[config.mk]
export PLATFORM = sky130hd
export DESIGN_NAME = ssim_top
export DESIGN_NICKNAME = d
export VERILOG_FILES = /design/src/pkg/ssim_pkg.sv /design/src/pkg/ssim_sel_if.sv /design/src/rtl/ssim_sel.sv /design/src/rtl/ssim_top.sv
export SDC_FILE = /design/constraint.sdc
export NUM_CORES = 1
export LEC_CHECK = 0
export ABC_AREA = 1
export BUFFER_PORTS_ARGS = -buffer_cell sky130_fd_sc_hd__buf_2
export CAP_MARGIN = 15
export CORE_MARGIN = 5
export CORE_UTILIZATION = 35
export CTS_BUF_LIST = sky130_fd_sc_hd__clkbuf_8
export DETAILED_ROUTE_END_ITERATION = 6
export RECOVER_POWER = 50
export SLEW_MARGIN = 20
export SYNTH_ARGS = -nofsm -noshare
export SYNTH_HDL_FRONTEND = slang
export SYNTH_HIERARCHICAL = 1
export SYNTH_SLANG_ARGS = --single-unit
[constraint.sdc]
create_clock -name clock -period 4.05 [get_ports clock]
set_clock_uncertainty 0.2 [all_clocks]
set_input_delay 0 -clock clock [delete_from_list [all_inputs] [get_ports clock]]
set_output_delay 0 -clock clock [all_outputs]
set_load 0.02 [all_outputs]
[src/pkg/ssim_pkg.sv]
// Purpose: constants shared by the substitute sensor input monitor
// Assumes: 32-bit register port, byte addresses on word boundaries
// Notes:   none
package ssim_pkg;

  localparam int unsigned ADDR_W        = 8;
  localparam int unsigned DATA_W        = 32;
  localparam int unsigned SENSOR_N      = 8;
  localparam int unsigned PORT_N        = 4;
  localparam int unsigned NODE_W        = 6;
  localparam int unsigned PSEL_W        = 2;
  localparam int unsigned LIMIT_W       = 4;
  localparam int unsigned CNT_W         = 8;
  localparam int unsigned CMD_W         = 16;

  // register byte addresses
  localparam logic [7:0]  ADDR_CONFIG   = 8'h00;
  localparam logic [7:0]  ADDR_STATUS   = 8'h04;
  localparam logic [7:0]  ADDR_COMMAND  = 8'h08;
  localparam logic [7:0]  ADDR_VIEW     = 8'h0C;

  // config fields
  localparam int unsigned NODE_LSB      = 0;
  localparam int unsigned PSEL_LSB      = 6;
  localparam int unsigned SEL_LSB       = 8;
  localparam int unsigned LIMIT_LSB     = 24;

  // status fields
  localparam int unsigned ST_RUN_LSB    = 0;
  localparam int unsigned ST_FLAG_BIT   = 8;
  localparam int unsigned ST_CNT_LSB    = 16;

  // view fields
  localparam int unsigned VW_SENS_LSB   = 0;
  localparam int unsigned VW_REM_LSB    = 8;
  localparam int unsigned VW_SEEN_BIT   = 16;

  // reset values and limits
  localparam logic [31:0] CONFIG_RST    = 32'h0000_0000;
  localparam logic [7:0]  CNT_RST       = 8'h00;
  localparam logic [7:0]  CNT_MAX       = 8'hFF;
  localparam logic [3:0]  RUN_RST       = 4'h0;
  localparam logic [7:0]  REMOTE_RST    = 8'h00;
  localparam logic [15:0] CMD_CLR_ERRCNT = 16'h0032;

endpackage : ssim_pkg

[src/pkg/ssim_sel_if.sv]
// Purpose: carrier between monitor core and source selector
// Assumes: single clock domain
// Notes:   none
`timescale 1ns/1ns
interface ssim_sel_if;
  logic [7:0] pin_sync;
  logic [7:0] remote_byte;
  logic [7:0] source_sel;
  logic [7:0] sensor;

  modport core (output pin_sync, output remote_byte, output source_sel, input sensor);
  modport sel  (input pin_sync, input remote_byte, input source_sel, output sensor);
endinterface : ssim_sel_if

[src/rtl/ssim_sel.sv]
// Purpose: per-signal choice between local pin and remote port bit
// Assumes: pins already synchronised by the caller
// Notes:   result feeds the existing filter and inversion stage
`timescale 1ns/1ns
module ssim_sel (
  input  wire logic clock,
  input  wire logic rst_b,
  ssim_sel_if.sel   sif
);

  logic [7:0] sensor_r;
  logic [7:0] sensor_nxt;

  ////////////////////////////////////////////////////////////////////////////
  // bit order: fwd, rev, slowdown, origin, emergency, alarm, go, halt
  // bit 0 forward limit, see RULE3
  // bit 1 reverse limit, see RULE4
  // bit 2 slowdown, see RULE5
  // bit 3 origin, see RULE6
  // bit 4 emergency, see RULE7
  // bit 5 alarm, see RULE8
  // bit 6 external go, see RULE9
  // bit 7 external halt, see RULE10
  // switch sits right after the pin buffer, see RULE11
  genvar gi;
  generate
    for (gi = 0; gi < 8; gi++) begin : g_mux
      always_comb begin
        sensor_nxt[gi] = sif.source_sel[gi] ? sif.remote_byte[gi] : sif.pin_sync[gi];
      end
    end
  endgenerate

  always_ff @(posedge clock or negedge rst_b) begin
    if (!rst_b) begin
      sensor_r <= 8'h00;
    end else begin
      sensor_r <= sensor_nxt;
    end
  end

  assign sif.sensor = sensor_r;
endmodule : ssim_sel

[src/rtl/ssim_top.sv]
// Purpose: substitute sensor inputs from a remote node, with error watch
// Assumes: receive path and period tick come from logic on this clock
// Notes:   sensor pins are asynchronous and synchronised here
//
// Decided for this implementation: the placing of the registers and the address-and-strobe port.
`timescale 1ns/1ns

// Overview of operation
// RULE1: software picks remote node 0 to 63
// RULE2: software picks remote port 0 to 3
// RULE3: forward limit from pin or port bit 0
// RULE4: reverse limit from pin or port bit 1
// RULE5: slowdown from pin or port bit 2
// RULE6: origin from pin or port bit 3
// RULE7: emergency from pin or port bit 4
// RULE8: alarm from pin or port bit 5
// RULE9: external go from pin or bit 6
// RULE10: external halt from pin or bit 7
// RULE11: switch after pin buffer, before filtering
// RULE12: remote value taken from observed cyclic data
// RULE13: error counter saturates at 255
// RULE14: command 0032h clears the error counter
// RULE15: 4-bit limit, zero disables error stop
// RULE16: reaching limit stops motor, sets flag
// RULE17: one good period restarts consecutive count
// RULE18: software should use nonzero limit
// RULE19: reset clears the error counter
// RULE20: missed period counts error, holds value
module ssim_top (
  input  wire logic        clock,
  input  wire logic        rst_b,
  input  wire logic [7:0]  reg_addr,
  input  wire logic [31:0] reg_wdata,
  input  wire logic        reg_wr,
  input  wire logic        reg_rd,
  output logic      [31:0] reg_rdata,
  input  wire logic        forward_limit_input,
  input  wire logic        reverse_limit_input,
  input  wire logic        slowdown_input,
  input  wire logic        origin_sensor_input,
  input  wire logic        emergency_halt_input,
  input  wire logic        alarm_input,
  input  wire logic        external_go_input,
  input  wire logic        external_halt_input,
  input  wire logic        rx_valid,
  input  wire logic [5:0]  rx_node,
  input  wire logic [31:0] rx_port_data,
  input  wire logic        cycle_tick,
  output logic [7:0]       sensor_out,
  output logic             error_stop,
  output logic             error_flag
);

  ssim_sel_if sif ();

  ////////////////////////////////////////////////////////////////////////////
  // pin synchroniser
  logic [7:0] pin_raw;
  logic [7:0] pin_meta_r;
  logic [7:0] pin_sync_r;

  assign pin_raw = {external_halt_input, external_go_input, alarm_input,
                    emergency_halt_input, origin_sensor_input, slowdown_input,
                    reverse_limit_input, forward_limit_input};

  always_ff @(posedge clock or negedge rst_b) begin
    if (!rst_b) begin
      pin_meta_r <= 8'h00;
      pin_sync_r <= 8'h00;
    end else begin
      pin_meta_r <= pin_raw;
      pin_sync_r <= pin_meta_r;
    end
  end

  ////////////////////////////////////////////////////////////////////////////
  // register port decode
  function automatic logic hit(input logic [7:0] a, input logic [7:0] base);
    hit = (a == base);
  endfunction : hit

  logic [31:0] config_r;
  logic [31:0] config_nxt;
  logic [31:0] rdata_r;
  logic [31:0] rdata_nxt;
  logic        clr_cmd;
  logic        flag_w1c;

  logic [5:0]  node_sel;
  logic [1:0]  port_sel;
  logic [7:0]  source_sel;
  logic [3:0]  err_limit;

  assign node_sel   = config_r[ssim_pkg::NODE_LSB +: ssim_pkg::NODE_W];   // see RULE1
  assign port_sel   = config_r[ssim_pkg::PSEL_LSB +: ssim_pkg::PSEL_W];   // see RULE2
  assign source_sel = config_r[ssim_pkg::SEL_LSB  +: ssim_pkg::SENSOR_N];
  assign err_limit  = config_r[ssim_pkg::LIMIT_LSB +: ssim_pkg::LIMIT_W]; // see RULE15

  assign clr_cmd  = reg_wr && hit(reg_addr, ssim_pkg::ADDR_COMMAND)
                    && (reg_wdata[15:0] == ssim_pkg::CMD_CLR_ERRCNT);     // see RULE14
  assign flag_w1c = reg_wr && hit(reg_addr, ssim_pkg::ADDR_STATUS)
                    && reg_wdata[ssim_pkg::ST_FLAG_BIT];

  always_comb begin
    config_nxt = config_r;
    if (reg_wr && hit(reg_addr, ssim_pkg::ADDR_CONFIG)) begin
      config_nxt = reg_wdata;
    end
  end

  always_ff @(posedge clock or negedge rst_b) begin
    if (!rst_b) begin
      config_r <= ssim_pkg::CONFIG_RST;
    end else begin
      config_r <= config_nxt;
    end
  end

  ////////////////////////////////////////////////////////////////////////////
  // remote port observation
  logic [7:0] remote_r;
  logic [7:0] remote_nxt;
  logic       seen_r;
  logic       seen_nxt;
  logic       frame_ok;
  logic       watching;

  // only frames from the chosen node count; others are ignored
  assign frame_ok = rx_valid && (rx_node == node_sel);                    // see RULE12
  // no substitute in use means nothing to watch, so no errors pile up
  assign watching = |source_sel;

  always_comb begin
    remote_nxt = remote_r;
    seen_nxt   = seen_r;
    if (frame_ok) begin
      remote_nxt = rx_port_data[port_sel * 8 +: 8];                       // see RULE2
    end
    if (cycle_tick) begin
      seen_nxt = 1'b0;
    end else if (frame_ok) begin
      seen_nxt = 1'b1;
    end
  end

  always_ff @(posedge clock or negedge rst_b) begin
    if (!rst_b) begin
      remote_r <= ssim_pkg::REMOTE_RST;
      seen_r   <= 1'b0;
    end else begin
      remote_r <= remote_nxt;                                             // see RULE20
      seen_r   <= seen_nxt;
    end
  end

  ////////////////////////////////////////////////////////////////////////////
  // error counting and error stop
  logic [7:0] errcnt_r;
  logic [7:0] errcnt_nxt;
  logic [3:0] run_r;
  logic [3:0] run_nxt;
  logic       stop_r;
  logic       stop_nxt;
  logic       flag_r;
  logic       flag_nxt;
  logic       period_ok;
  logic       period_err;
  logic [3:0] run_inc;

  // a frame in the tick cycle itself still counts for the closing period
  assign period_ok  = seen_r || frame_ok;
  assign period_err = cycle_tick && watching && !period_ok;               // see RULE20
  assign run_inc    = run_r + 4'h1;

  always_comb begin
    errcnt_nxt = errcnt_r;
    run_nxt    = run_r;
    stop_nxt   = 1'b0;
    flag_nxt   = flag_r;
    if (clr_cmd) begin
      errcnt_nxt = ssim_pkg::CNT_RST;                                     // see RULE14
    end
    if (period_err && (errcnt_r != ssim_pkg::CNT_MAX)) begin
      // a clear and an increment in the same cycle below 255 give 1: the error is not lost
      errcnt_nxt = clr_cmd ? 8'h01 : errcnt_r + 8'h01;                    // see RULE13
    end
    if (cycle_tick && period_ok) begin
      run_nxt = ssim_pkg::RUN_RST;                                        // see RULE17
    end else if (period_err) begin
      if ((err_limit != 4'h0) && (run_inc == err_limit)) begin
        run_nxt  = ssim_pkg::RUN_RST;
        stop_nxt = 1'b1;                                                  // see RULE16
      end else if (err_limit != 4'h0) begin
        run_nxt = run_inc;
      end else begin
        run_nxt = ssim_pkg::RUN_RST;                                      // see RULE15
      end
    end
    if (flag_w1c) begin
      flag_nxt = 1'b0;
    end
    if (stop_nxt) begin
      flag_nxt = 1'b1;                                                    // see RULE16
    end
  end

  always_ff @(posedge clock or negedge rst_b) begin
    if (!rst_b) begin
      errcnt_r <= ssim_pkg::CNT_RST;                                      // see RULE19
      run_r    <= ssim_pkg::RUN_RST;
      stop_r   <= 1'b0;
      flag_r   <= 1'b0;
    end else begin
      errcnt_r <= errcnt_nxt;
      run_r    <= run_nxt;
      stop_r   <= stop_nxt;
      flag_r   <= flag_nxt;
    end
  end

  ////////////////////////////////////////////////////////////////////////////
  // source selection
  assign sif.pin_sync    = pin_sync_r;
  assign sif.remote_byte = remote_r;
  assign sif.source_sel  = source_sel;

  ssim_sel u_sel (
    .clock (clock),
    .rst_b (rst_b),
    .sif   (sif.sel)
  );

  assign sensor_out = sif.sensor;

  ////////////////////////////////////////////////////////////////////////////
  // read data, valid only the cycle after the strobe
  always_comb begin
    rdata_nxt = 32'h0000_0000;
    if (reg_rd) begin
      case (reg_addr)
        ssim_pkg::ADDR_STATUS: begin
          rdata_nxt[ssim_pkg::ST_RUN_LSB +: 4] = run_r;
          rdata_nxt[ssim_pkg::ST_FLAG_BIT]     = flag_r;
          rdata_nxt[ssim_pkg::ST_CNT_LSB +: 8] = errcnt_r;
        end
        ssim_pkg::ADDR_VIEW: begin
          rdata_nxt[ssim_pkg::VW_SENS_LSB +: 8] = sif.sensor;
          rdata_nxt[ssim_pkg::VW_REM_LSB +: 8]  = remote_r;
          rdata_nxt[ssim_pkg::VW_SEEN_BIT]      = seen_r;
        end
        // config is write-only; unmapped reads return zero
        default: begin
          rdata_nxt = 32'h0000_0000;
        end
      endcase
    end
  end

  always_ff @(posedge clock or negedge rst_b) begin
    if (!rst_b) begin
      rdata_r <= 32'h0000_0000;
    end else begin
      rdata_r <= rdata_nxt;
    end
  end

  assign reg_rdata  = rdata_r;
  assign error_stop = stop_r;
  assign error_flag = flag_r;
endmodule : ssim_top

======== Word level (Yosys, flattened, before mapping) ========
Cells that the tools add are included.
word-level totals
  bits of input ports ..................... 92
  logic and storage cells ................. 70
  flip-flop bits (word level) ............. 107
operators by class
  eq/ne operators ......................... 7
  add/subtract/negate cells ............... 2
  reductions and logical operators ........ 20
  shift operators ......................... 1
  mux-type cells .......................... 29
operators by type and width
  operator                                                          count
  32-bit by 6-bit variable part select with 8-bit output            1
  24-bit 2-to-1 mux                                                 1
  8-bit 2-to-1 mux                                                  3
  4-bit 2-to-1 mux                                                  5
  16-bit by 6-bit == test with 1-bit output, second input constant  1
  8-bit by 4-bit == test with 1-bit output, second input constant   2
  1-bit 2-to-1 mux                                                  15
  7-bit 2-to-1 mux                                                  2
  1-bit logical AND                                                 11
  8-bit by 1-bit adder with 8-bit output, second input constant     1
  8-bit by 3-bit == test with 1-bit output, second input constant   1
  8-bit logical NOT                                                 1
  8-bit != test, second input constant                              1
  4-bit case mux with 2 select lines                                1
  2-bit nonzero test                                                4
  8-bit OR reduction                                                1
  6-bit == test                                                     1
  4-bit by 1-bit adder with 4-bit output, second input constant     1
  4-bit == test                                                     1
  1-bit case mux with 2 select lines                                2
  4-bit nonzero test                                                1
  1-bit logical NOT                                                 1
  1-bit logical OR                                                  1

======== Longest topological paths before layout ========
Gate-level depths: netlist of the first run.
  word-level depth ........................ 8
  mapped depth ............................ 11

======== Hierarchy ========
Netlist of the first run, hierarchy kept.
modules (own cells, without submodules)
  module    cells an instance  times used  area each (sq um)
  ssim_top  465                1           3907.5
  ssim_sel  40                 1           320.3

======== Least setup slack after synthesis of the first run ========
No wires, ideal clock.
  path type ............................... register -> register
  start ................................... reg run_r[0]
  end ..................................... reg run_r[1]
  buffers on the path ..................... 0
  arrival ................................. 1374 ps
  cell stages (with the launch flop) ...... 9
  clock period less this slack ............ 1691 ps
  setup time .............................. 117 ps
  slack ................................... 2359 ps
  required time ........................... 3733 ps
  cell sequence ........................... dfrtp_1 ha_1 xor2_1 nor2_1 nand2_1 nor2_1 nor2_2 nand3_1 nand2_1
between the ends
  cells in the longest elaborated chain, start to end .. 6
RTL lines
  item                                        line             source
  start: declaration                          ssim_top.sv:160  logic [3:0] run_r;
  start signal: assignment                    ssim_top.sv:210  run_r <= ssim_pkg::RUN_RST;
  start signal: assignment                    ssim_top.sv:215  run_r <= run_nxt;
  4-bit by 1-bit adder with 4-bit output (*)  ssim_top.sv:173  assign run_inc = run_r + 4'h1;
  4-bit == test                               ssim_top.sv:190  if ((err_limit != 4'h0) && (run_inc == err_limit)) begin
  1-bit logical AND                           ssim_top.sv:190
  4-bit 2-to-1 mux (*)                        ssim_top.sv:190
  4-bit 2-to-1 mux (*)                        ssim_top.sv:189  end else if (period_err) begin
  4-bit 2-to-1 mux (*)                        ssim_top.sv:187  if (cycle_tick && period_ok) begin
Every way passes the cells marked *; elsewhere a longest branch is shown, timed or not. The select of a mux whose other input is x is not followed.
A chain may end at the register's enable or synchronous reset.

======== Final worst setup path of the first run ========
  start ................................... reg config_r[6]
  end ..................................... reg remote_r[6]
between the ends
  cells in the longest elaborated chain, start to end .. 1
RTL lines
  item                                                    line             source
  start: declaration                                      ssim_top.sv:82   logic [31:0] config_r;
  start signal: assignment                                ssim_top.sv:113  config_r <= ssim_pkg::CONFIG_RST;
  start signal: assignment                                ssim_top.sv:115  config_r <= config_nxt;
  32-bit by 6-bit variable part select with 8-bit output  ssim_top.sv:137  remote_nxt = rx_port_data[port_sel * 8 +: 8];
  end signal: assignment                                  ssim_top.sv:148  remote_r <= ssim_pkg::REMOTE_RST;
  end signal: assignment                                  ssim_top.sv:151  remote_r <= remote_nxt;
  end: declaration                                        ssim_top.sv:121  logic [7:0] remote_r;
Every way passes these cells.

==> results of run 1 <==
-- logic make-up (layout without fill, tap and decap cells) --
kind of cell / after synthesis / count (layout) / share of synthesized area
buffers and inverters: 106 / 265 / 0.109
flip-flops: 91 / 91 / 0.539
other: 1 / 8 / 0.000887
AO/OA/AOI/OAI: 52 / 52 / 0.0704
AND/OR/NAND/NOR: 246 / 246 / 0.261
XOR/XNOR: 7 / 7 / 0.0145
adder cells (fa/ha/maj): 2 / 2 / 0.00592
-- worst min-delay path, cell delays in order --
cell,delay [ns]
buf_2,0.09
nor2_2,0.05
nand4_2,0.34
nor2_1,0.07
-- stage by stage --
step / util / instances / instance area, um2 / hold WS [ns]
final: 0.466 / 818 / 5550 / 0.0176
after global routing: 0.466 / 818 / 5550 / 0.0452
after global placement: 0.410 / 753 / 4880 / -0.0924
after CTS: 0.468 / 818 / 5580 / 0.0152
after floorplan: - / 512 / 4250 / -0.496
after detailed placement: 0.410 / 753 / 4880 / -0.0907
-- state kept, by name (all words and copies together) (netlist names) --
signal and cells:
u_sel/sif.sensor 8, reg_rdata 24, pin_meta_r 8, errcnt_r 8, pin_sync_r 8, error_stop 1
error_flag 1, config_r 20, run_r 4, remote_r 8, seen_r 1
-- what timing repair did --
action	in CTS	in global routing
buffers inserted	0	0
endpoints found under the hold margin	103	0
hold buffers	49	0
endpoints found under the setup margin	0	0
-- placed cells by master (no fill, tap or decap) --
master	netlist	layout
a21oi_1	1	1
buf_4	9	2
clkbuf_1	0	23
nand3b_1	1	1
buf_2	8	89
o21ai_0	9	9
conb_1	1	8
nand3_4	2	2
nand4_2	1	1
dfrtp_1	91	91
bufinv_16	0	1
nand2_4	1	1
clkinv_4	0	1
inv_1	80	82
o21ai_1	28	28
nand3_2	1	1
nand4_4	1	1
nand2_1	110	110
nand3_1	38	38
xnor2_1	2	2
xor2_1	5	5
clkbuf_2	2	1
nor2_1	71	71
nand2_2	1	1
clkinvlp_4	0	1
inv_2	4	4
dlygate4sd3_1	0	49
clkbuf_8	0	11
nor3_4	1	1
o32ai_1	8	8
nand4_1	10	10
ha_1	2	2
o22ai_1	6	6
clkinv_2	1	1
nor2_2	8	8
-- power groups by stage --
| stage | Combinational (mW) | Sequential (mW) | Clock [mW] |
|---|---|---|---|
| final | 0.319 | 1.03 | 0.622 |
| after global routing | 0.365 | 1.04 | 0.686 |
| after CTS | 0.322 | 1.03 | 0.650 |
| after detailed placement | 0.282 | 1.05 | 0 |
| after global placement | 0.275 | 1.04 | 0 |
| after floorplan | 0.188 | 1.03 | 0 |
-- how the worst max path moves through the flow --
stage	from	to	slack, ns	depth (start not counted)
floorplan	run_r[0]$_DFFE_PN0P_	run_r[1]$_DFFE_PN0P_	2.36	8
global placement	reg_addr[1]	config_r[6]$_DFFE_PN0P_	2.13	8
detailed placement	reg_addr[1]	config_r[6]$_DFFE_PN0P_	2.08	8
CTS	config_r[6]$_DFFE_PN0P_	remote_r[6]$_DFFE_PN0P_	1.86	6
global route	config_r[6]$_DFFE_PN0P_	remote_r[6]$_DFFE_PN0P_	1.67	6
finish	config_r[6]$_DFFE_PN0P_	remote_r[6]$_DFFE_PN0P_	1.86	6
-- routing by layer --
metal,GRT usage,up-vias,part of all wire
li1,-,1887,-
met1,0.179,1704,0.41
met2,0.263,85,0.51
met3,0.0410,23,0.051
met4,0.0580,0,0.024
met5,0,-,0
-- final cells by class --
class                           instances  area share
Sequential cell                        91       0.411
Multi-Input combinational cell        315       0.273
Timing Repair Buffer                  164       0.188
Inverter                               85      0.0578
Tap cell                              147      0.0332
Clock buffer                           11      0.0273
Clock inverter                          5     0.00970
==> qor.csv, run 1 <==
metric,value,unit
synth-seq-area-share,0.539,
hp-class,primary input to register,
r2r-start,config_r[6]$_DFFE_PN0P_,
syn_inst,505,
totalWireLength,10400,um
worst_path_max_delay_cell,dlygate4sd3_1,
p_int,1.43,mW
hold_end,reg_rdata[9]$_DFF_PN0_,
clk_latency,0.36,ns
drv_slew,0,
dr.pass1.iters,4,
vias,3699,
place_hpwl,7600,um
period_needed,2.19,ns
grt_pass1_vias,3817,
fp.dieH,120,um
violations,capacitance limit,
grt.overflow.total,0,
crit_family,buffers and inverters,
grt_usage,0.152,
cap_violations,1,
end_kind,register,
drc,0,
clkTransAtPathRegs,0.09,ns
worstPathMaxFanout,18,
ant_nets,0,
syn_avg_cell_area,8.37,um2
cp-start-kind,register,
cp_cell_sequence,inv_2 -> nor2_1 -> o32ai_1 -> dlygate4sd3_1 -> nand2_1 -> o21ai_1,
postLayoutSetupSlackWorst,1.86,ns
rsz0062_at_grt,no,
cts_max_path_buffers,2,
hold_depth,4,
diodes,0,
start_util,0.355,
p_total,1.97,mW
yosysTopAreaCellShare,0.539,
p_clk_frac,0.316,
gp_congestion,0.837,
drive_gt1_frac,0.189,
p_leak,2.89,nW
multi_input_area,1520,um2
grt_max_degree,63,
worst_slew_pin_slew,1.50,ns
ff2ff_setup_slack,1.86,ns
cts_made_buffers,9,
synthFlopType,dfrtp_1,
required,4.14,ns
synthToLayoutAreaGrowth,31.2,%
port_buffers,113,
p_sw,540,uW
ys_types,30,
p_per_area,355,nW/um2
yosysMostFrequentCell,nand2_1,
post-place-ws,2.08,ns
synth_edf_count,0,
fmax,457,MHz
reg2reg_depth,6,
critPathBufInv,2,
cts_sinks,91,
ys_top_cells_by_area,"dfrtp_1, nand2_1, inv_1",
ys_ff_latch,91,
fillers,1177,
vias_per_cell,4.52,
hold_viol_final,0,
cts_resized,0,
ys_warn_count,6,
rows,40,
cts_root_buf,clkbuf_8,
htreeDepth,3,
pwr-share-comb,0.162,
drt_iter0_drc,146,
die-area,14400,um2
critPathArrivalTime,2.28,ns
cts_tree,yes,
setup_viol,0,
async_flop_share,1.00,
regToRegEndpoint,remote_r[6]$_DFFE_PN0P_,
coreArea,11900,um2
hp-start,reg_addr[0],
io_pins,134,
status,finished with violations,
syn_area,4230,um2
max_stage_delay,0.59,ns
finalSetupTns,0,ns
post-route-period-util,0.540,
regArea,2280,um2
seqPwrFrac,0.522,
p_sw_frac,0.274,
antenna_found_initial,0,
die_w,120,um
yosys-top-cells-count,"nand2_1, dfrtp_1, inv_1",
grt_pass1_wl,17400,um
final_nets,760,
crit_type,register to register,
routedWlPerCell,12.7,um
irDropWorstVdd,0.238,mV
yosysTopAreaCell,dfrtp_1,
slew_headroom,0.000539,
Note: power is estimated with default switching activity, not from simulation.
==> run 2: changes to the inputs <==
Clock period 4.05 ns to 2 ns, I/O delays scaled along.
==> run 2 against run 1 <==
  * The flow now finishes without violations
  * Die area is the same
  * Flip-flop and latch count did not move
  * Clock-buffer cell count fell by 2
  * Clock power rose by 98%
  * Power up 100%
  * Wire length rose by 11%
  * Sequential share of layout area is 2.3 points lower
  * Combinational power up 120%
  * Utilization grew 2.8 points
  * Critical path depth grew 4
  * Critical endpoint is now config_r[10]$_DFFE_PN0P_
==> qor.csv, run 2 (synthesis results as in run 1) <==
metric,value,unit,change
end_kind,register,,unchanged
dp.cells,757,,was 753
drive_gt1_frac,0.177,,was 0.189
postLayoutSetupSlackWorst,0.0196,ns,was 1.86 ns
reg2reg_depth,8,,was 6
cp-start-kind,primary input,,was register
fin_area,5880,um2,was 5550 um2
post-place-ws,0.177,ns,was 2.08 ns
ant_nets,0,,unchanged
irDropWorstVdd,0.546,mV,was 0.238 mV
dr.pass1.iters,4,,unchanged
gp_congestion,0.836,,was 0.837
grt.overflow.total,0,,unchanged
fillers,1153,,was 1177
regToRegEndpoint,run_r[0]$_DFFE_PN0P_,,was remote_r[6]$_DFFE_PN0P_
coreArea,11900,um2,unchanged
port_buffers,113,,unchanged
io_pins,134,,unchanged
final_cell_mix,"nand2_1, dfrtp_1, inv_1, buf_2, dlygate4sd3_1",,"was nand2_1, dfrtp_1, buf_2, inv_1, nor2_1"
grt_pass1_wl,18800,um,was 17400 um
die_w,120,um,unchanged
finalSetupTns,0,ns,unchanged
ff2ff_setup_slack,0.17,ns,was 1.86 ns
synthToLayoutAreaGrowth,39.1,%,was 31.2%
worstPathMaxFanout,8,,was 18
worst_slew_pin_slew,1.16,ns,was 1.50 ns
clk_latency,0.37,ns,was 0.36 ns
cts_root_buf,clkbuf_8,,unchanged
grt_max_degree,42,,was 63
vias_per_cell,4.61,,was 4.52
required,2.07,ns,was 4.14 ns
htreeDepth,3,,unchanged
grt_pass1_vias,4049,,was 3817
fmax,505,MHz,
hold_viol_final,0,,unchanged
cts_tree,yes,,unchanged
p_leak,3.02,nW,was 2.89 nW
critPathArrivalTime,2.05,ns,was 2.28 ns
final_cells,854,,was 818
p_total,4.00,mW,was 1.97 mW
fp.dieH,120,um,unchanged
slew_headroom,0.227,,was 0.000539
cts_sinks,91,,unchanged
rsz0062_at_grt,yes,,was no
diodes,0,,unchanged
r2r-start,run_r[0]$_DFFE_PN0P_,,was config_r[6]$_DFFE_PN0P_
critPathLaunch,reg_addr[0],,was config_r[6]$_DFFE_PN0P_
vias,3933,,was 3699
status,"complete, no violations",,was finished with violations
postPlaceCellArea,4920,um2,was 4880 um2
drc,0,,unchanged
hp-class,primary input to register,,unchanged
place_hpwl,7720,um,was 7600 um
final_nets,797,,was 760
totalWireLength,11500,um,was 10400 um
grt_usage,0.165,,was 0.152
crit_type,primary input to register,,was register to register
drv_slew,0,,unchanged
die-area,14400,um2,unchanged
start_util,0.355,,unchanged
cap_violations,0,,was 1
routedWlPerCell,13.5,um,was 12.7 um
whs,0.0231,ns,was 0.0176 ns
antenna_found_initial,0,,unchanged
clkTransAtPathRegs,0.09,ns,about the same
setup_viol,0,,unchanged
drt_iter0_drc,204,,was 146
post-route-period-util,0.990,,
cts_max_path_buffers,2,,unchanged
cts_made_buffers,9,,unchanged
fin_util,0.494,,was 0.466
cp-endpoint,config_r[10]$_DFFE_PN0P_,,was remote_r[6]$_DFFE_PN0P_
rows,40,,unchanged
final_common_cell,nand2_1,,unchanged
p_per_area,680,nW/um2,was 355 nW/um2
period_needed,1.98,ns,
largest_reg_flops,24,,unchanged
==> run 2: area by class of cell <==
class                   instances  area (um2)  share of cell area
multi-input cells             315        1530               0.260
clock buffers                   9         124              0.0211
clock inverters                 6        67.6              0.0115
inverters                      85         320              0.0545
repair buffers                201        1380               0.235
well taps                     147         184              0.0313
flip-flops and latches         91        2280               0.387
==> run 2: worst min-delay path by stage <==
stage / slack, ns / depth (start not counted) / to / start
6_report: 0.02 / 5 / config_r[9]$_DFFE_PN0P_ / reg_addr[2]
5_1_grt: 0.05 / 2 / pin_meta_r[3]$_DFF_PN0_ / origin_sensor_input
4_1_cts: 0.03 / 2 / pin_meta_r[7]$_DFF_PN0_ / external_halt_input
3_5_place_dp: -0.27 / 1 / reg_rdata[19]$_DFF_PN0_ / rst_b
3_3_place_gp: -0.28 / 1 / reg_rdata[19]$_DFF_PN0_ / rst_b
2_1_floorplan: -0.50 / 0 / config_r[0]$_DFFE_PN0P_ / rst_b
==> run 2: where the power goes <==
group          switching (mW)  internal [mW]  total, mW
clock                   0.652          0.575       1.23
combinational           0.361          0.325      0.686
sequential              0.124           1.96       2.08
==> run 2: repair_timing <==
| action | CTS | global route |
|---|---|---|
| endpoints found under the hold margin | 154 | 0 |
| gates resized for setup | 0 | 5 |
| buffers inserted | 0 | 2 |
| setup endpoints to repair | 0 | 8 |
| hold buffers | 81 | 0 |
==> run 2: worst max-delay path: stages <==
cell           delay, ns
dlygate4sd3_1       0.54
buf_2               0.14
nor2_4              0.13
inv_2               0.07
nor2_4              0.10
nand4_1             0.18
buf_4               0.24
nand2_1             0.06
o21ai_1             0.05
dlygate4sd3_1       0.54
==> run 2: per-layer routing <==
layer,track usage,share of wire
met1,0.188,0.40
met2,0.269,0.47
met3,0.0613,0.067
met4,0.0909,0.056
met5,0,0
==> run 3: changes to the inputs <==
Settings changed: BUFFER_PORTS_ARGS -buffer_cell sky130_fd_sc_hd__buf_2 to unset, DONT_BUFFER_PORTS set to 1.
Clock period 2 ns to 2.25 ns, I/O delays scaled along.
==> run 3 against run 2 <==
  * The flow now finishes with violations (hold timing)
  * Via count shrank 11%
  * First-iteration DRC count is 41% lower
  * Final area decreased by 8.8%
  * Hold slack got worse by 0.91 ns
  * Register-to-register slack hardly changed
  * Clock power decreased by 15%
  * Combinational power fell by 28%
  * Die area is the same
  * Power fell by 15%
  * Global-route usage down 1.2 points
  * Setup slack gained 0.16 ns
  * Cell count down 13%
==> qor.csv, run 3 (synthesis results as in run 1) <==
metric,value,unit,change
hold_buffers,85,,was 81
cts_setup_buffers,0,,unchanged
cts_sinks,91,,unchanged
crit_cells,6,,was 10
cp-start-kind,register,,was primary input
htreeDepth,3,,unchanged
violations,hold timing,,
finalSetupTns,0,ns,unchanged
p_per_area,636,nW/um2,was 680 nW/um2
hold_viol_final,91,,was 0
drc,0,,unchanged
cap_violations,0,,unchanged
setup_viol,0,,unchanged
place_hpwl,7220,um,was 7720 um
die-area,14400,um2,unchanged
final_cell_mix,"nand2_1, dfrtp_1, dlygate4sd3_1, inv_1, nor2_1",,"was nand2_1, dfrtp_1, inv_1, buf_2, dlygate4sd3_1"
cp_cell_sequence,inv_2 -> nor2_1 -> o32ai_1 -> dlygate4sd3_1 -> nand2_1 -> o21ai_1,,was dlygate4sd3_1 -> buf_2 -> nor2_4 -> inv_2 -> nor2_4 -> nand4_1 -> buf_4 -> nand2_1 -> o21ai_1 -> dlygate4sd3_1
gp_congestion,0.778,,was 0.836
diodes,0,,unchanged
worstPathMaxFanout,18,,was 8
required,2.36,ns,was 2.07 ns
vias_per_cell,4.70,,was 4.61
worst_path_max_delay_cell,dlygate4sd3_1,,unchanged
totalWireLength,10500,um,was 11500 um
final_cells,742,,was 854
p_total,3.41,mW,was 4.00 mW
ant_nets,0,,unchanged
ff2ff_setup_slack,0.18,ns,was 0.17 ns
critPathBufInv,2,,was 5
irDropWorstVdd,0.591,mV,was 0.546 mV
final_nets,684,,was 797
whs,-0.882,ns,was 0.0231 ns
cts_tree,yes,,unchanged
seqPwrFrac,0.549,,was 0.522
grt.overflow.total,0,,unchanged
p_leak,2.69,nW,was 3.02 nW
drive_gt1_frac,0.0689,,was 0.177
r2r-start,config_r[6]$_DFFE_PN0P_,,was run_r[0]$_DFFE_PN0P_
port_buffers,0,,was 113
critPathLaunch,config_r[6]$_DFFE_PN0P_,,was reg_addr[0]
dp.cells,642,,was 757
p_clk_frac,0.306,,was 0.307
reg2reg_depth,6,,was 8
dr.pass1.iters,5,,was 4
fmax,482,MHz,
cts_made_buffers,9,,unchanged
antenna_found_initial,0,,unchanged
postLayoutSetupSlackWorst,0.176,ns,was 0.0196 ns
p_sw_frac,0.281,,was 0.285
drt_iter0_drc,121,,was 204
largest_reg_flops,24,,unchanged
drv_slew,0,,unchanged
post-route-period-util,0.922,,
cp-endpoint,remote_r[0]$_DFFE_PN0P_,,was config_r[10]$_DFFE_PN0P_
clkTransAtPathRegs,0.09,ns,about the same
status,finished with violations,,"was complete, no violations"
vias,3484,,was 3933
grt_pass1_vias,3561,,was 4049
die_w,120,um,unchanged
critPathArrivalTime,2.18,ns,was 2.05 ns
synthToLayoutAreaGrowth,26.8,%,was 39.1%
start_util,0.355,,unchanged
period_needed,2.07,ns,
fp.dieH,120,um,unchanged
hp-class,primary input to asynchronous set/reset pin,,was primary input to register
regArea,2280,um2,about the same
clk_latency,0.37,ns,about the same
crit_type,register to register,,was primary input to register
max_stage_delay,0.60,ns,was 0.54 ns
routedWlPerCell,14.1,um,was 13.5 um
final_common_cell,nand2_1,,unchanged
pwr-share-comb,0.145,,was 0.172
multi_input_area,1520,um2,was 1530 um2
p_int,2.45,mW,was 2.86 mW
fin_util,0.450,,was 0.494
regToRegEndpoint,remote_r[0]$_DFFE_PN0P_,,was run_r[0]$_DFFE_PN0P_
coreArea,11900,um2,unchanged
crit_family,buffers and inverters,,unchanged
rows,40,,unchanged
io_pins,134,,unchanged
cts_root_buf,clkbuf_8,,unchanged
grt_pass1_wl,17300,um,was 18800 um
grt_usage,0.153,,was 0.165
p_sw,959,uW,was 1.14 mW
end_kind,register,,unchanged
grt_max_degree,92,,was 42
cts_max_path_buffers,2,,unchanged
fillers,1146,,was 1153
rsz0062_at_grt,yes,,unchanged
post-place-ws,0.445,ns,was 0.177 ns
==> run 3: per-stage QoR <==
stage | instance area [um2] | hold slack (ns)
CTS | 5370 | -0.921
finish | 5360 | -0.882
global placement | 4330 | -0.493
detailed placement | 4330 | -0.494
floorplan | 4250 | -0.496
global route | 5360 | -0.923
==> run 3: worst min path at each step <==
stage / from / endpoint
after floorplan: rst_b / config_r[0]$_DFFE_PN0P_
after global placement: rst_b / reg_rdata[20]$_DFF_PN0_
after detailed placement: rst_b / reg_rdata[19]$_DFF_PN0_
after CTS: rst_b / error_flag$_DFFE_PN0P_
after global routing: rst_b / config_r[26]$_DFFE_PN0P_
final: rst_b / pin_sync_r[0]$_DFF_PN0_
==> run 3: worst reg2reg max path, stage by stage, from the launching register on <==
cell	delay (ns)
dfrtp_2	0.53
inv_2	0.25
nor2_1	0.07
o32ai_1	0.25
dlygate4sd3_1	0.60
nand2_1	0.05
o21ai_1	0.07
==> run 3: per-layer routing <==
layer,share of wire,track usage,up-vias
met5,0,0,-
met4,0.022,0.0565,0
met3,0.065,0.0542,20
met2,0.51,0.263,98
met1,0.40,0.176,1638
li1,-,-,1728
==> run 3: area by class of cell <==
| type | count | area share |
|---|---|---|
| Sequential cell | 91 | 0.425 |
| Tap cell | 147 | 0.0343 |
| Multi-Input combinational cell | 315 | 0.283 |
| Clock inverter | 5 | 0.00677 |
| Timing Repair Buffer | 88 | 0.162 |
| Clock buffer | 11 | 0.0282 |
| Inverter | 85 | 0.0607 |
==> run 3: power groups by stage <==
stage                     logic (mW)  registers (mW)  clock network, mW
final                          0.494            1.87               1.04
after global routing           0.564            1.89               1.16
after CTS                      0.491            1.87               1.10
after detailed placement       0.369            1.90                  0
after global placement         0.360            1.90                  0
after floorplan                0.338            1.86                  0
==> run 3: what timing repair did <==
action | in CTS | in global routing
hold endpoints to repair | 166 | 91
endpoints found under the setup margin | 0 | 21
resized for setup | 0 | 3
